`src/design/err_recov_pkg.sv`:
```
// constants, types and register map of the read error recovery sequencer
// assumes a 100 MHz controller clock and an AXI4-Lite register slave
package err_recov_pkg;
  localparam int CLK_MHZ = 100;
  localparam int XCHK_BYTES = 2;
  localparam int ECC_BYTES = 12;
  localparam int SYN_BYTES = XCHK_BYTES + ECC_BYTES;
  localparam int SYN_W = SYN_BYTES * 8;
  localparam logic [6:0] OTF_MAX_BITS = 7'h18;
  localparam logic [6:0] DBL_MAX_BITS = 7'h30;
  localparam logic [1:0] OTF_MAX_PER_ILV = 2'h1;
  localparam logic [1:0] DBL_MAX_PER_ILV = 2'h2;
  localparam logic [7:0] GROUP_LEN = 8'h08;
  localparam logic [7:0] AUTO_RR_TRIES = 8'h18;
  localparam logic [2:0] INLINE_MAX = 3'h4;
  localparam int DECIDE_TIME_US = 200;
  localparam int DECIDE_CYC = DECIDE_TIME_US * CLK_MHZ;
  // register map
  localparam logic [3:0] CFG_OFS = 4'h0;
  localparam logic [3:0] STAT_OFS = 4'h4;
  localparam logic [3:0] REALLOC_OFS = 4'h8;
  localparam logic [7:0] RETRY_RST = 8'h08;
  localparam int CFG_EARLY_BIT = 8;
  localparam int CFG_AUTO_RR_BIT = 9;
  localparam int CFG_AUTO_WR_BIT = 10;
  localparam int CFG_READ_CONT_BIT = 11;
  localparam int CFG_DIS_CORR_BIT = 12;
  localparam logic [12:0] CFG_RST = {5'h00, RETRY_RST};
  localparam logic [1:0] RESP_OKAY = 2'h0;
  localparam logic [1:0] RESP_SLVERR = 2'h2;
  typedef enum logic [1:0] {
    ST_IDLE = 2'b00,
    ST_ANALYZE = 2'b01,
    ST_WAITREAD = 2'b11
  } state_t;
  typedef enum logic [2:0] {
    OUT_CLEAN = 3'h0,
    OUT_OTF = 3'h1,
    OUT_RETRY = 3'h2,
    OUT_REALLOC = 3'h3,
    OUT_UNRECOV = 3'h4
  } outcome_t;
  typedef enum logic [1:0] {
    CORR_NONE = 2'h0,
    CORR_OTF = 2'h1,
    CORR_DOUBLE = 2'h2
  } corr_t;
endpackage

```
`src/design/syn_store_if.sv`:
```
// link between the sequencer and its syndrome store
// assumes both ends run on the same clock
`timescale 1ns/1ns
interface syn_store_if #(parameter int W = 112, parameter int AW = 1);
  logic wrEn;
  logic [AW-1:0] wrAddr;
  logic [W-1:0] wrData;
  logic [AW-1:0] rdAddr;
  logic [W-1:0] rdData;
  modport seq (output wrEn, output wrAddr, output wrData, output rdAddr, input rdData);
  modport mem (input wrEn, input wrAddr, input wrData, input rdAddr, output rdData);
endinterface

```
`src/design/disk_read_error_recovery.sv`:
```
// read error recovery sequencer: decides per sector between on-the-fly fix,
// rereads, double burst correction, reallocation and bad marking
// assumes the read channel returns fresh and stored check bytes per read and
// an external analyser reports per-interleave error extent for each syndrome
//
// How it works
// - more than two bytes per interleave: uncorrectable
// - one byte per interleave, 24 bits: on-the-fly
// - on-the-fly decision bounded by 200 us
// - reread up to limit before double burst
// - each reread: fresh syndromes, zero transfers, else retry
// - identical consecutive syndrome sets mean stable
// - early correction corrects on stable syndrome
// - early correction: reread while unstable or uncorrectable
// - auto read reallocation: three groups of eight
// - second group: correct and reallocate on stable
// - third group: reallocate on stable or correctable
// - uncorrectable after 24: mark bad, move data
// - zero retries means no rereads; default eight
// - correction disabled: deliver raw, on-the-fly unaffected
// - read continuous skips all recovery except on-the-fly correction
// - auto write reallocation spares unwritable blocks
// - repeated bad syndrome is hard error, reallocate
// - failed correction: store data, flag identification field
// - inline sparing for four defects per cylinder
// - grown defects never inline spared
// - fourteen syndromes from fresh versus stored check bytes
`timescale 1ns/1ns
module disk_read_error_recovery #(
  parameter int DECIDE_CYCLES = err_recov_pkg::DECIDE_CYC
) (
  input wire logic clk_sys,
  input wire logic reset_n,
  input wire logic [3:0] s_axi_awaddr,
  input wire logic s_axi_awvalid,
  output logic s_axi_awready,
  input wire logic [31:0] s_axi_wdata,
  input wire logic [3:0] s_axi_wstrb,
  input wire logic s_axi_wvalid,
  output logic s_axi_wready,
  output logic [1:0] s_axi_bresp,
  output logic s_axi_bvalid,
  input wire logic s_axi_bready,
  input wire logic [3:0] s_axi_araddr,
  input wire logic s_axi_arvalid,
  output logic s_axi_arready,
  output logic [31:0] s_axi_rdata,
  output logic [1:0] s_axi_rresp,
  output logic s_axi_rvalid,
  input wire logic s_axi_rready,
  input wire logic readDone,
  input wire logic [err_recov_pkg::SYN_W-1:0] freshCheck,
  input wire logic [err_recov_pkg::SYN_W-1:0] storedCheck,
  input wire logic anaValid,
  input wire logic [1:0] ilvMaxBytes,
  input wire logic [6:0] errBits,
  input wire logic writeFail,
  input wire logic factoryDefect,
  input wire logic cylinderNew,
  output logic rereadReq,
  output logic corrReq,
  output logic [1:0] corrKind,
  output logic spareReq,
  output logic spareInline,
  output logic spareGrown,
  output logic spareBad,
  output logic outValid,
  output logic [2:0] outCode,
  output logic [err_recov_pkg::SYN_W-1:0] syndrome
);
  ////////////////////////////////////////////////////////////////////////////
  // register slave
  logic [12:0] cfg_q;
  logic [3:0] awAddr_q;
  logic awHeld_q;
  logic [31:0] wData_q;
  logic [3:0] wStrb_q;
  logic wHeld_q;
  logic [15:0] reallocCnt_q;
  err_recov_pkg::state_t state_q;
  err_recov_pkg::outcome_t lastOut_q;
  logic [7:0] n_q;

  assign s_axi_awready = !awHeld_q && !s_axi_bvalid;
  assign s_axi_wready = !wHeld_q && !s_axi_bvalid;
  assign s_axi_arready = !s_axi_rvalid;

  always_ff @(posedge clk_sys or negedge reset_n) begin
    if (!reset_n) begin
      awHeld_q <= 1'b0;
      wHeld_q <= 1'b0;
      awAddr_q <= '0;
      wData_q <= '0;
      wStrb_q <= '0;
      s_axi_bvalid <= 1'b0;
      s_axi_bresp <= err_recov_pkg::RESP_OKAY;
      cfg_q <= err_recov_pkg::CFG_RST;
    end else begin
      if (s_axi_awvalid && s_axi_awready) begin
        awHeld_q <= 1'b1;
        awAddr_q <= s_axi_awaddr;
      end
      if (s_axi_wvalid && s_axi_wready) begin
        wHeld_q <= 1'b1;
        wData_q <= s_axi_wdata;
        wStrb_q <= s_axi_wstrb;
      end
      if (awHeld_q && wHeld_q) begin
        awHeld_q <= 1'b0;
        wHeld_q <= 1'b0;
        s_axi_bvalid <= 1'b1;
        if (awAddr_q == err_recov_pkg::CFG_OFS) begin
          s_axi_bresp <= err_recov_pkg::RESP_OKAY;
          if (wStrb_q[0]) begin
            cfg_q[7:0] <= wData_q[7:0];
          end
          if (wStrb_q[1]) begin
            cfg_q[12:8] <= wData_q[12:8];
          end
        end else if (awAddr_q == err_recov_pkg::STAT_OFS || awAddr_q == err_recov_pkg::REALLOC_OFS) begin
          s_axi_bresp <= err_recov_pkg::RESP_OKAY;
        end else begin
          s_axi_bresp <= err_recov_pkg::RESP_SLVERR;
        end
      end else if (s_axi_bvalid && s_axi_bready) begin
        s_axi_bvalid <= 1'b0;
      end
    end
  end

  always_ff @(posedge clk_sys or negedge reset_n) begin
    if (!reset_n) begin
      s_axi_rvalid <= 1'b0;
      s_axi_rdata <= '0;
      s_axi_rresp <= err_recov_pkg::RESP_OKAY;
    end else if (s_axi_arvalid && s_axi_arready) begin
      s_axi_rvalid <= 1'b1;
      s_axi_rresp <= err_recov_pkg::RESP_OKAY;
      if (s_axi_araddr == err_recov_pkg::CFG_OFS) begin
        s_axi_rdata <= {19'h00000, cfg_q};
      end else if (s_axi_araddr == err_recov_pkg::STAT_OFS) begin
        s_axi_rdata <= {16'h0000, n_q, 3'h0, lastOut_q, state_q};
      end else if (s_axi_araddr == err_recov_pkg::REALLOC_OFS) begin
        s_axi_rdata <= {16'h0000, reallocCnt_q};
      end else begin
        s_axi_rdata <= '0;
        s_axi_rresp <= err_recov_pkg::RESP_SLVERR;
      end
    end else if (s_axi_rvalid && s_axi_rready) begin
      s_axi_rvalid <= 1'b0;
    end
  end

  logic cfgEarly;
  logic cfgAutoRR;
  logic cfgAutoWR;
  logic cfgReadCont;
  logic cfgDisCorr;
  assign cfgEarly = cfg_q[err_recov_pkg::CFG_EARLY_BIT];
  assign cfgAutoRR = cfg_q[err_recov_pkg::CFG_AUTO_RR_BIT];
  assign cfgAutoWR = cfg_q[err_recov_pkg::CFG_AUTO_WR_BIT];
  assign cfgReadCont = cfg_q[err_recov_pkg::CFG_READ_CONT_BIT];
  assign cfgDisCorr = cfg_q[err_recov_pkg::CFG_DIS_CORR_BIT];

  ////////////////////////////////////////////////////////////////////////////
  // syndrome capture and stable detection
  syn_store_if #(.W(err_recov_pkg::SYN_W), .AW(1)) store();
  syndrome_store #(.W(err_recov_pkg::SYN_W), .AW(1)) u_store (
    .clk_sys(clk_sys),
    .reset_n(reset_n),
    .port(store.mem)
  );

  logic slot_q;
  logic [err_recov_pkg::SYN_W-1:0] freshSyn;
  logic synZero;
  logic stable;
  assign freshSyn = freshCheck ^ storedCheck;
  assign store.wrEn = readDone && (state_q != err_recov_pkg::ST_ANALYZE);
  assign store.wrAddr = slot_q;
  assign store.wrData = freshSyn;
  assign store.rdAddr = !slot_q;
  assign synZero = (syndrome == '0);
  assign stable = (n_q != 8'h00) && (store.rdData == syndrome);

  ////////////////////////////////////////////////////////////////////////////
  // decision
  logic [31:0] waitCnt_q;
  logic timeout;
  logic decide;
  logic otf;
  logic dblOk;
  logic corrOk;
  logic [7:0] limit;
  logic [1:0] group;
  assign timeout = (waitCnt_q >= 32'(DECIDE_CYCLES));
  assign decide = (state_q == err_recov_pkg::ST_ANALYZE) && (synZero || anaValid || timeout);
  assign otf = !timeout && anaValid && (ilvMaxBytes <= err_recov_pkg::OTF_MAX_PER_ILV)
    && (errBits <= err_recov_pkg::OTF_MAX_BITS);
  assign dblOk = !timeout && anaValid && (ilvMaxBytes <= err_recov_pkg::DBL_MAX_PER_ILV)
    && (errBits <= err_recov_pkg::DBL_MAX_BITS);
  assign corrOk = dblOk && !cfgDisCorr;
  assign limit = (cfg_q[7:0] == 8'h00) ? 8'h00 : (cfgAutoRR ? err_recov_pkg::AUTO_RR_TRIES : cfg_q[7:0]);
  assign group = (n_q > 8'(2 * err_recov_pkg::GROUP_LEN)) ? 2'h3 : ((n_q > err_recov_pkg::GROUP_LEN) ? 2'h2 : 2'h1);

  logic finish;
  logic doReread;
  logic doRealloc;
  logic markBad;
  err_recov_pkg::corr_t kind;
  err_recov_pkg::outcome_t code;
  always_comb begin
    finish = 1'b1;
    doReread = 1'b0;
    doRealloc = 1'b0;
    markBad = 1'b0;
    kind = err_recov_pkg::CORR_NONE;
    code = err_recov_pkg::OUT_CLEAN;
    if (synZero) begin
      code = (n_q == 8'h00) ? err_recov_pkg::OUT_CLEAN : err_recov_pkg::OUT_RETRY;
    end else if (otf) begin
      kind = err_recov_pkg::CORR_OTF;
      code = (n_q == 8'h00) ? err_recov_pkg::OUT_OTF : err_recov_pkg::OUT_RETRY;
    end else if (cfgReadCont) begin
      code = err_recov_pkg::OUT_UNRECOV;
    end else if (n_q >= limit) begin
      if (corrOk) begin
        kind = err_recov_pkg::CORR_DOUBLE;
      end
      if (cfgAutoRR) begin
        doRealloc = 1'b1;
        markBad = !corrOk;
        code = corrOk ? err_recov_pkg::OUT_REALLOC : err_recov_pkg::OUT_UNRECOV;
      end else begin
        code = corrOk ? err_recov_pkg::OUT_RETRY : err_recov_pkg::OUT_UNRECOV;
      end
    end else if (cfgAutoRR && group == 2'h3 && (stable || corrOk)) begin
      doRealloc = 1'b1;
      markBad = !corrOk;
      kind = corrOk ? err_recov_pkg::CORR_DOUBLE : err_recov_pkg::CORR_NONE;
      // a flagged sector reads back as an error, so the host sees it unrecovered
      code = corrOk ? err_recov_pkg::OUT_REALLOC : err_recov_pkg::OUT_UNRECOV;
    end else if (cfgAutoRR && group == 2'h2 && stable && corrOk) begin
      doRealloc = 1'b1;
      kind = err_recov_pkg::CORR_DOUBLE;
      code = err_recov_pkg::OUT_REALLOC;
    end else if (!cfgAutoRR && cfgEarly && stable && corrOk) begin
      kind = err_recov_pkg::CORR_DOUBLE;
      code = err_recov_pkg::OUT_RETRY;
    end else begin
      finish = 1'b0;
      doReread = 1'b1;
    end
  end

  ////////////////////////////////////////////////////////////////////////////
  // sequencer
  always_ff @(posedge clk_sys or negedge reset_n) begin
    if (!reset_n) begin
      state_q <= err_recov_pkg::ST_IDLE;
      n_q <= '0;
      slot_q <= 1'b0;
      waitCnt_q <= '0;
      syndrome <= '0;
    end else begin
      case (state_q)
        err_recov_pkg::ST_IDLE: begin
          if (readDone) begin
            state_q <= err_recov_pkg::ST_ANALYZE;
            n_q <= '0;
            syndrome <= freshSyn;
            waitCnt_q <= '0;
          end
        end
        err_recov_pkg::ST_ANALYZE: begin
          waitCnt_q <= waitCnt_q + 32'h1;
          if (decide) begin
            slot_q <= !slot_q;
            state_q <= finish ? err_recov_pkg::ST_IDLE : err_recov_pkg::ST_WAITREAD;
          end
        end
        err_recov_pkg::ST_WAITREAD: begin
          if (readDone) begin
            state_q <= err_recov_pkg::ST_ANALYZE;
            n_q <= n_q + 8'h1;
            syndrome <= freshSyn;
            waitCnt_q <= '0;
          end
        end
        default: state_q <= err_recov_pkg::ST_IDLE;
      endcase
    end
  end

  always_ff @(posedge clk_sys or negedge reset_n) begin
    if (!reset_n) begin
      rereadReq <= 1'b0;
      corrReq <= 1'b0;
      corrKind <= err_recov_pkg::CORR_NONE;
      outValid <= 1'b0;
      outCode <= err_recov_pkg::OUT_CLEAN;
      lastOut_q <= err_recov_pkg::OUT_CLEAN;
    end else begin
      rereadReq <= decide && doReread;
      corrReq <= decide && (kind != err_recov_pkg::CORR_NONE);
      corrKind <= decide ? kind : err_recov_pkg::CORR_NONE;
      outValid <= decide && finish;
      if (decide && finish) begin
        outCode <= code;
        lastOut_q <= code;
      end
    end
  end

  ////////////////////////////////////////////////////////////////////////////
  // spare allocation
  logic [2:0] inlineCnt_q;
  logic wrPend_q;
  always_ff @(posedge clk_sys or negedge reset_n) begin
    if (!reset_n) begin
      inlineCnt_q <= '0;
      wrPend_q <= 1'b0;
      spareReq <= 1'b0;
      spareInline <= 1'b0;
      spareGrown <= 1'b0;
      spareBad <= 1'b0;
      reallocCnt_q <= '0;
    end else begin
      spareReq <= 1'b0;
      spareInline <= 1'b0;
      spareGrown <= 1'b0;
      spareBad <= 1'b0;
      if (writeFail && cfgAutoWR) begin
        wrPend_q <= 1'b1;
      end
      if (cylinderNew) begin
        inlineCnt_q <= '0;
      end
      if (decide && doRealloc) begin
        spareReq <= 1'b1;
        spareGrown <= 1'b1;
        spareBad <= markBad;
        reallocCnt_q <= reallocCnt_q + 16'h1;
      end else if (wrPend_q) begin
        wrPend_q <= writeFail && cfgAutoWR;
        spareReq <= 1'b1;
        reallocCnt_q <= reallocCnt_q + 16'h1;
      end else if (factoryDefect) begin
        spareReq <= 1'b1;
        spareInline <= (inlineCnt_q < err_recov_pkg::INLINE_MAX);
        if (!cylinderNew && inlineCnt_q < err_recov_pkg::INLINE_MAX) begin
          inlineCnt_q <= inlineCnt_q + 3'h1;
        end
      end
    end
  end
endmodule

```
`src/design/syndrome_store.sv`:
```
// small memory holding syndrome sets of consecutive reads of one sector
// assumes one write port and one registered read port on one clock
`timescale 1ns/1ns
module syndrome_store #(
  parameter int W = 112,
  parameter int AW = 1
) (
  input wire logic clk_sys,
  input wire logic reset_n,
  syn_store_if.mem port
);
  logic [W-1:0] mem_q [2**AW];
  logic [W-1:0] rdData_q;

  always_ff @(posedge clk_sys) begin
    if (port.wrEn) begin
      mem_q[port.wrAddr] <= port.wrData;
    end
  end

  always_ff @(posedge clk_sys or negedge reset_n) begin
    if (!reset_n) begin
      rdData_q <= '0;
    end else begin
      rdData_q <= mem_q[port.rdAddr];
    end
  end

  assign port.rdData = rdData_q;
endmodule

```
`config.mk`:
```
export PLATFORM = sky130hd
export DESIGN_NAME = disk_read_error_recovery
export DESIGN_NICKNAME = d
export VERILOG_FILES = /design/src/design/err_recov_pkg.sv /design/src/design/syn_store_if.sv /design/src/design/disk_read_error_recovery.sv /design/src/design/syndrome_store.sv
export SDC_FILE = /design/constraint.sdc
export NUM_CORES = 1
export LEC_CHECK = 0
export BUFFER_PORTS_ARGS = -buffer_cell sky130_fd_sc_hd__buf_2
export CAP_MARGIN = 20
export CORE_MARGIN = 5
export CORE_UTILIZATION = 56
export CTS_BUF_LIST = sky130_fd_sc_hd__clkbuf_16
export DETAILED_ROUTE_END_ITERATION = 10
export GPL_TIMING_DRIVEN = 0
export PLACE_DENSITY_LB_ADDON = 0.12
export SYNTH_ARGS = -nofsm -noshare
export SYNTH_HDL_FRONTEND = slang
export SYNTH_HIERARCHICAL = 1
export SYNTH_SLANG_ARGS = --single-unit
```
`constraint.sdc`:
```
create_clock -name clk_sys -period 8.5 [get_ports clk_sys]
set_input_delay 0.425 -clock clk_sys [delete_from_list [all_inputs] [get_ports clk_sys]]
set_output_delay 0.425 -clock clk_sys [all_outputs]
set_load 0.02 [all_outputs]
```
==> metrics.md, run 1 <==
| Metric | Value |
|---|---|
| Fin Setup TNS | `0 ns` |
| Clock tree buffer depth | `3` |
| Critical path endpoint category | `flop` |
| Max-cap violations | `0` |
| Synth Register Bits | `a little under 600` |
| Worst hold margin | `0.03847 ns` |
| Total CTS buffers | `57` |
| Fin. Hold Viols | `0` |
| First-pass GRT wire length | `about 93000 um` |
| Max Slew Vio Count | `0` |
| Hpwl dp | `45380 um` |
| Final setup vio count | `0` |
| Syn_area_per_cell | `~15 um2` |
| EDFF count, synth | `around 220` |
| Worst Clk Skew | `between 0.02 and 0.03 ns` |
| Pre-CTS setup slack | `around 5 ns` |
| Grt ovf | `0` |
| Maximum vdd drop | `~0.00018 V` |
| Root Driver | `clkbuf_16` |
| Layout cell share with drive strength beyond 1 | `37.18%` |
| Hold Path Class | `input pin to flop` |
| DR WL/cell | `between 20 and 25 um` |
| Actual slew at the worst max-slew pin | `roughly 1.0 ns` |
| Unrepaired setup endpoints after global routing | `no` |
| Nets | `about 2400` |
| Initial antenna violation count | `0` |
| Synth top area share | `36.70%` |
| Lkg Pwr | `12.38 nW` |
| Ranking of synthesized cells by area | `dfrtp_1 37%, edfxtp_1 28%, mux2_2 12%` |
| Post-route clock period utilization | `between 40% and 50%` |
| Post-route ant nets | `0` |
| Gr usage total | `25.77%` |
| Final WS setup | `4.898 ns` |
| Cell area after synthesis | `approximately 0.024 mm2` |
| R2R setup slack | `slightly below 5 ns` |
| TritonRoute pass-1 iters | `5` |
| Synth area leader | `dfrtp_1` |
| Synthesis Warnings | `6` |
| Crit path kind | `flop to flop` |
| Core Util, Final | `between 60 and 70%` |
| Max Clk Rate | `roughly 280 MHz` |
| I/O pin count | `454` |
| Number of clock sinks | `just under 600` |
| Clk slew on worst S/H paths | `around 0.06 ns` |
| Via density | `~5.6` |
| Core footprint | `approximately 0.042 mm2` |
| Max-slew headroom | `between 30% and 40%` |
| Post-cts sizing count | `0` |
| PwrDens | `~360 mW/mm2` |
| Vias in the first global route | `between 15000 and 20000` |
| Pin count of the biggest net entering global routing | `120` |
| GP Congestion | `between 0.8 and 0.9` |
| Final WL | `just over 60000 um` |
| Initial Utilization | `56.97%` |
| Synth-to-layout area growth | `20.65%` |
| Die W | `217.0 um` |
| Worst skew pair latency | `around 0.64 ns` |
| FFs w/ async S/R, synth | `slightly above 60%` |
| # port buffers | `about 410` |
| Prevailing post-synth register cell | `dfrtp_1` |
| Post-synth cell types | `65` |
| Design Power | `roughly 0.010 W` |
| Synthesized instance count | `between 1500 and 2000` |
| Core Rows | `75` |
| Vias | `15136` |
| Worst EP arrival | `between 4 and 5 ns` |
| Die ar. | `around 0.047 mm2` |
| Chip Height | `217.0 um` |
| Seq/Total Area, Yosys | `about two thirds` |
| CTS HTree Levels | `2` |
| Period minus WS final | `roughly 3.6 ns` |
| Critical Path RT | `around 9 ns` |
| CTS tree | `built` |
| DRT iter0 DRCs | `960` |
| DRC | `0` |
| Antenna cells | `0` |
| Startpoint Class | `flop` |
| Status | `finished, final reports clean` |
| Crit Path Max Fanout | `10` |
## layout by cell type (no fill, tap or decap), types with 12 or more instances in the layout
master,Yosys,routed
buf_2,5,418
dfrtp_1,352,352
mux2_2,256,256
edfxtp_1,224,224
xor2_1,150,150
xnor2_1,97,97
nand2_1,73,73
clkbuf_16,0,57
o21ai_0,52,52
nor4_1,49,49
nand4_1,39,39
inv_1,21,38
clkbuf_1,33,33
nor2_1,30,30
nand3_1,29,29
buf_4,19,19
and3_1,18,18
ha_1,18,18
conb_1,1,18
clkinv_2,0,13
o31ai_1,12,12
clkinv_1,0,12
## cell families after synthesis
| logic type | share of synthesized area, % |
|---|---|
| compound gates | 3.993 |
| buf+inv | 2.012 |
| simple gates | 6.594 |
| flops | 64.83 |
| mux | 12.60 |
| other cells | 0.01562 |
| xor+xnor | 9.013 |
| fa+ha+maj | 0.9383 |
## flip-flops by register name, summed over array words and instances, names as in the netlist, 2 cells and up
register / flops
u_store/mem_q: 224
syndrome: 112
u_store/port.rdData: 112
waitCnt_q: 32
reallocCnt_q: 16
s_axi_rdata: 16
cfg_q: 13
wData_q: 13
n_q: 8
awAddr_q: 4
inlineCnt_q: 3
lastOut_q: 3
corrKind: 2
state_q: 2
wStrb_q: 2
## Yosys cell counts (6+ instances only)
master,instances
nand2b_1,11
edfxtp_1,224
ha_1,18
nand4_1,39
inv_1,21
and2_1,6
xnor2_1,97
xor2_1,150
a22o_1,11
clkbuf_1,33
buf_4,19
dfrtp_1,352
and3_1,18
nand3_1,29
mux2_2,256
o21ai_0,52
a21oi_1,8
nor2_1,30
nor4_1,49
mux2i_1,10
o211ai_1,11
nand2_1,73
o2111ai_1,7
nor3_1,11
o31ai_1,12
buf_6,10
## where the power goes
part           internal (W)  total [W]  switching [W]
sequential          0.00383    0.00453       0.000693
clock               0.00140    0.00247        0.00107
combinational       0.00146    0.00341        0.00195
total               0.00669     0.0104        0.00371
## worst paths after layout
kind / start / end / cells past startpoint
max in group asynchronous: reset_n / u_store/port.rdData[38] / 4
hold / removal: s_axi_awaddr[1] / awAddr_q[1] / 2
min in group asynchronous: reset_n / syndrome[108] / 2
hold reg to reg: u_store/mem_q[0][37] / u_store/port.rdData[37] / 1
setup reg to reg: state_q[0] / syndrome[85] / 8
setup / recovery: state_q[0] / syndrome[85] / 8
## stage by stage
stage,cell area (um2),instances
after floorplan,24070,1645
after global placement,26810,2597
after detailed placement,27080,2609
after CTS,28960,2720
after global routing,28960,2720
final,28960,2720
## critical path, stage by stage, from the launching register on
cell	delay, ns
dfrtp_1	0.37
inv_1	0.11
ha_1	0.29
clkbuf_1	0.32
nand2b_1	0.21
clkbuf_1	0.25
clkbuf_1	0.67
clkbuf_1	0.84
mux2_2	0.42
## layout make-up
class | count | area, um2
well taps | 539 | 674.4
multi-input cells | 980 | 8031
flip-flops and latches | 577 | 15560
inverters | 21 | 78.83
clock buffers | 57 | 1426
clock inverters | 51 | 422.9
repair buffers | 428 | 2360
plain buffers | 67 | 404.1
fillers | 3047 | 13180
## per-layer routing
metal	wire (um)	up-vias	GRT usage, %
met3	3496	101	4.558
met5	0	-	0
li1	-	6913	-
met1	25240	7656	34.81
met2	30770	466	43.89
met4	1700	0	6.741
## timing repair
action                    in CTS  in global routing
hold buffers                   3                  0
buffers inserted               0                  0
hold endpoints to repair     211                  0
Power figures use the tool's default switching activity.
==> run 2: changes to the inputs <==
- CORE_UTILIZATION: 56 -> 50
- clock period: 8.5 -> 3.1 ns (I/O delays scaled with it)
==> metrics.md, run 2 (synthesis results as in run 1) <==
| Metric | Value |
|---|---|
| Initial antenna violation count | `1` |
| CTS HTree Levels | `2` |
| Period minus WS final | `approximately 3.1 ns` |
| Critical Path RT | `approximately 3.6 ns` |
| Fin. Hold Viols | `0` |
| Status | `finished, final reports clean` |
| Vias | `16465` |
| I/O pin count | `454` |
| Clk pwr share | `approximately a quarter` |
| Core Util, Final | `between 60% and 70%` |
| Clock tree buffer depth | `3` |
| Number of clock sinks | `about 580` |
| Max Slew Vio Count | `0` |
| Worst Clk Skew | `about 0.026 ns` |
| Via density | `between 5 and 6` |
| Worst hold margin | `about 0.020 ns` |
| Die ar. | `between 0.05 and 0.06 mm2` |
| Actual slew at the worst max-slew pin | `0.9639 ns` |
| Max-slew headroom | `35.60%` |
| Lkg Pwr | `about 14 nW` |
| Initial Utilization | `around half` |
| Critical path's largest stage delay | `around 0.44 ns` |
| TritonRoute pass-1 iters | `5` |
| Vias in the first global route | `17637` |
| CTS tree | `built` |
| Chip Height | `about 230 um` |
| Max reg flops | `roughly 220` |
| Startpoint Class | `flop` |
| DR WL/cell | `21.77 um` |
| Biggest register | `u_store/mem_q` |
| DRC | `0` |
| Maximum vdd drop | `0.0005514 V` |
| DRT iter0 DRCs | `roughly 900` |
| Antenna cells | `0` |
| Max-cap violations | `0` |
| Hold Path Class | `input pin to flop` |
| Hpwl dp | `roughly 46000 um` |
| Crit path kind | `flop to flop` |
| Die W | `between 200 and 250 um` |
| Top cell family by delay on the critical path | `simple AND/OR/NAND/NOR gates` |
| Worst skew pair latency | `0.64 ns` |
| GP Congestion | `approximately 0.85` |
| Sw Share | `a little over a third` |
| First-pass GRT wire length | `around 100000 um` |
| Fin Setup TNS | `0 ns` |
| Sw power | `around 0.011 W` |
| Crit-path cells | `nor4_1 > nand4_1 > nor4_4 > nand2_2 > o211ai_4 > a211oi_4 > buf_12 > nor4b_4 > mux2_4` |
| Worst EP arrival | `about 3.6 ns` |
| Most frequent cells in the layout | `417 x buf_2, 343 x dfrtp_1, 279 x dlygate4sd3_1` |
| Flop pwr share | `between 40% and 50%` |
| Area post-placement | `about 0.027 mm2` |
| Clk slew on worst S/H paths | `around 0.06 ns` |
| Pint | `0.01989 W` |
| Synth-to-layout area growth | `36.29%` |
| Critical-path top delay cell | `nor4_4` |
| # port buffers | `413` |
| Post-route clock period utilization | `a little under 100%` |
| Final WL | `between 60000 and 70000 um` |
| Critical path endpoint category | `flop` |
| Total CTS buffers | `59` |
| Comb power frac | `between 30% and 40%` |
| Fin area | `roughly 0.033 mm2` |
| PwrDens | `about 940 mW/mm2` |
| Layout cell share with drive strength beyond 1 | `a little under two fifths` |
| Max Clk Rate | `roughly 320 MHz` |
| CP Buf/Inv Count | `1` |
| Most common cell after layout, fill and taps aside | `buf_2` |
| Grt ovf | `0` |
| Crit Path Max Fanout | `9` |
| Filler instances | `between 3000 and 4000` |
| Design Power | `0.03068 W` |
| Unrepaired setup endpoints after global routing | `yes` |
| Core footprint | `around 0.048 mm2` |
| Gr usage total | `~25%` |
| Core Rows | `80` |
| Pin count of the biggest net entering global routing | `between 100 and 150` |
| Post-route ant nets | `0` |
| Root Driver | `clkbuf_16` |
| Final setup vio count | `0` |
| Nets | `2728` |
==> run 2: cell count changes in the layout (fill, tap and decap cells not counted), sizes merged <==
cell,previous run,this run
clkdlybuf4s18,1,0
clkinvlp,0,1
buf,458,472
bufinv,6,14
dlygate4sd3,3,279
inv,39,38
clkinv,27,21
==> run 2: power by group through the flow <==
stage / clock network [W] / logic (W) / registers (W)
2_1_floorplan: 0 / 0.00490 / 0.0130
5_1_grt: 0.00807 / 0.0111 / 0.0129
6_report: 0.00762 / 0.0105 / 0.0126
3_5_place_dp: 0 / 0.00950 / 0.0126
4_1_cts: 0.00775 / 0.0101 / 0.0125
3_3_place_gp: 0 / 0.00922 / 0.0125
==> run 2: worst paths after layout <==
check | start | endpoint | slack (ns) | cells after the start
hold / removal | storedCheck[82] | syndrome[82] | 0.02 | 3
setup / recovery | syndrome[59] | inlineCnt_q[0] | 0.02 | 9
setup reg to reg | syndrome[59] | inlineCnt_q[0] | 0.02 | 9
max in group asynchronous | reset_n | cfg_q[9] | 1.65 | 4
hold reg to reg | u_store/mem_q[1][96] | u_store/port.rdData[96] | 0.47 | 1
min in group asynchronous | reset_n | u_store/port.rdData[101] | 0.07 | 2
==> run 2: layer usage <==
| layer | track usage (%) | wire length (um) | vias up |
|---|---|---|---|
| li1 | - | - | 7489 |
| met1 | 33.34 | 27790 | 8349 |
| met2 | 43.06 | 33540 | 502 |
| met3 | 4.248 | 3444 | 123 |
| met4 | 9.246 | 2428 | 2 |
| met5 | 0 | 7 | - |
==> run 2: final cells by class <==
type                            instances  area (um2)  share of cell area (%)
Sequential cell                       577       15570                   47.60
Buffer                                 64       400.4                   1.224
Clock buffer                           59        1476                   4.513
Tap cell                              615       769.5                   2.352
Clock inverter                         53       646.9                   1.977
Inverter                               21       83.83                  0.2563
Multi-Input combinational cell        980        8529                   26.07
Timing Repair Buffer                  718        5234                   16.00
==> run 2: through the flow <==
step / setup WS, ns / instances
floorplan: 0.04645 / 1645
global placement: -5.455 / 2673
detailed placement: -0.5447 / 2683
CTS: -0.01186 / 3074
global route: -0.06697 / 3087
finish: 0.01742 / 3087
==> run 2: what timing repair did <==
| action | CTS | global route |
|---|---|---|
| cloned | 0 | 0 |
| endpoints found under the setup margin | 107 | 31 |
| gates resized for setup | 29 | 71 |
| hold buffers | 279 | 0 |
| buffers inserted | 2 | 14 |
| pin swaps | 3 | 32 |
| endpoints found under the hold margin | 401 | 0 |
==> run 2: worst register-to-register path, cell delays in order (launching register included) <==
cell,delay (ns)
dfrtp_1,0.41
nor4_1,0.42
nand4_1,0.36
nor4_4,0.44
nand2_2,0.20
o211ai_4,0.19
a211oi_4,0.08
buf_12,0.16
nor4b_4,0.36
mux2_4,0.33
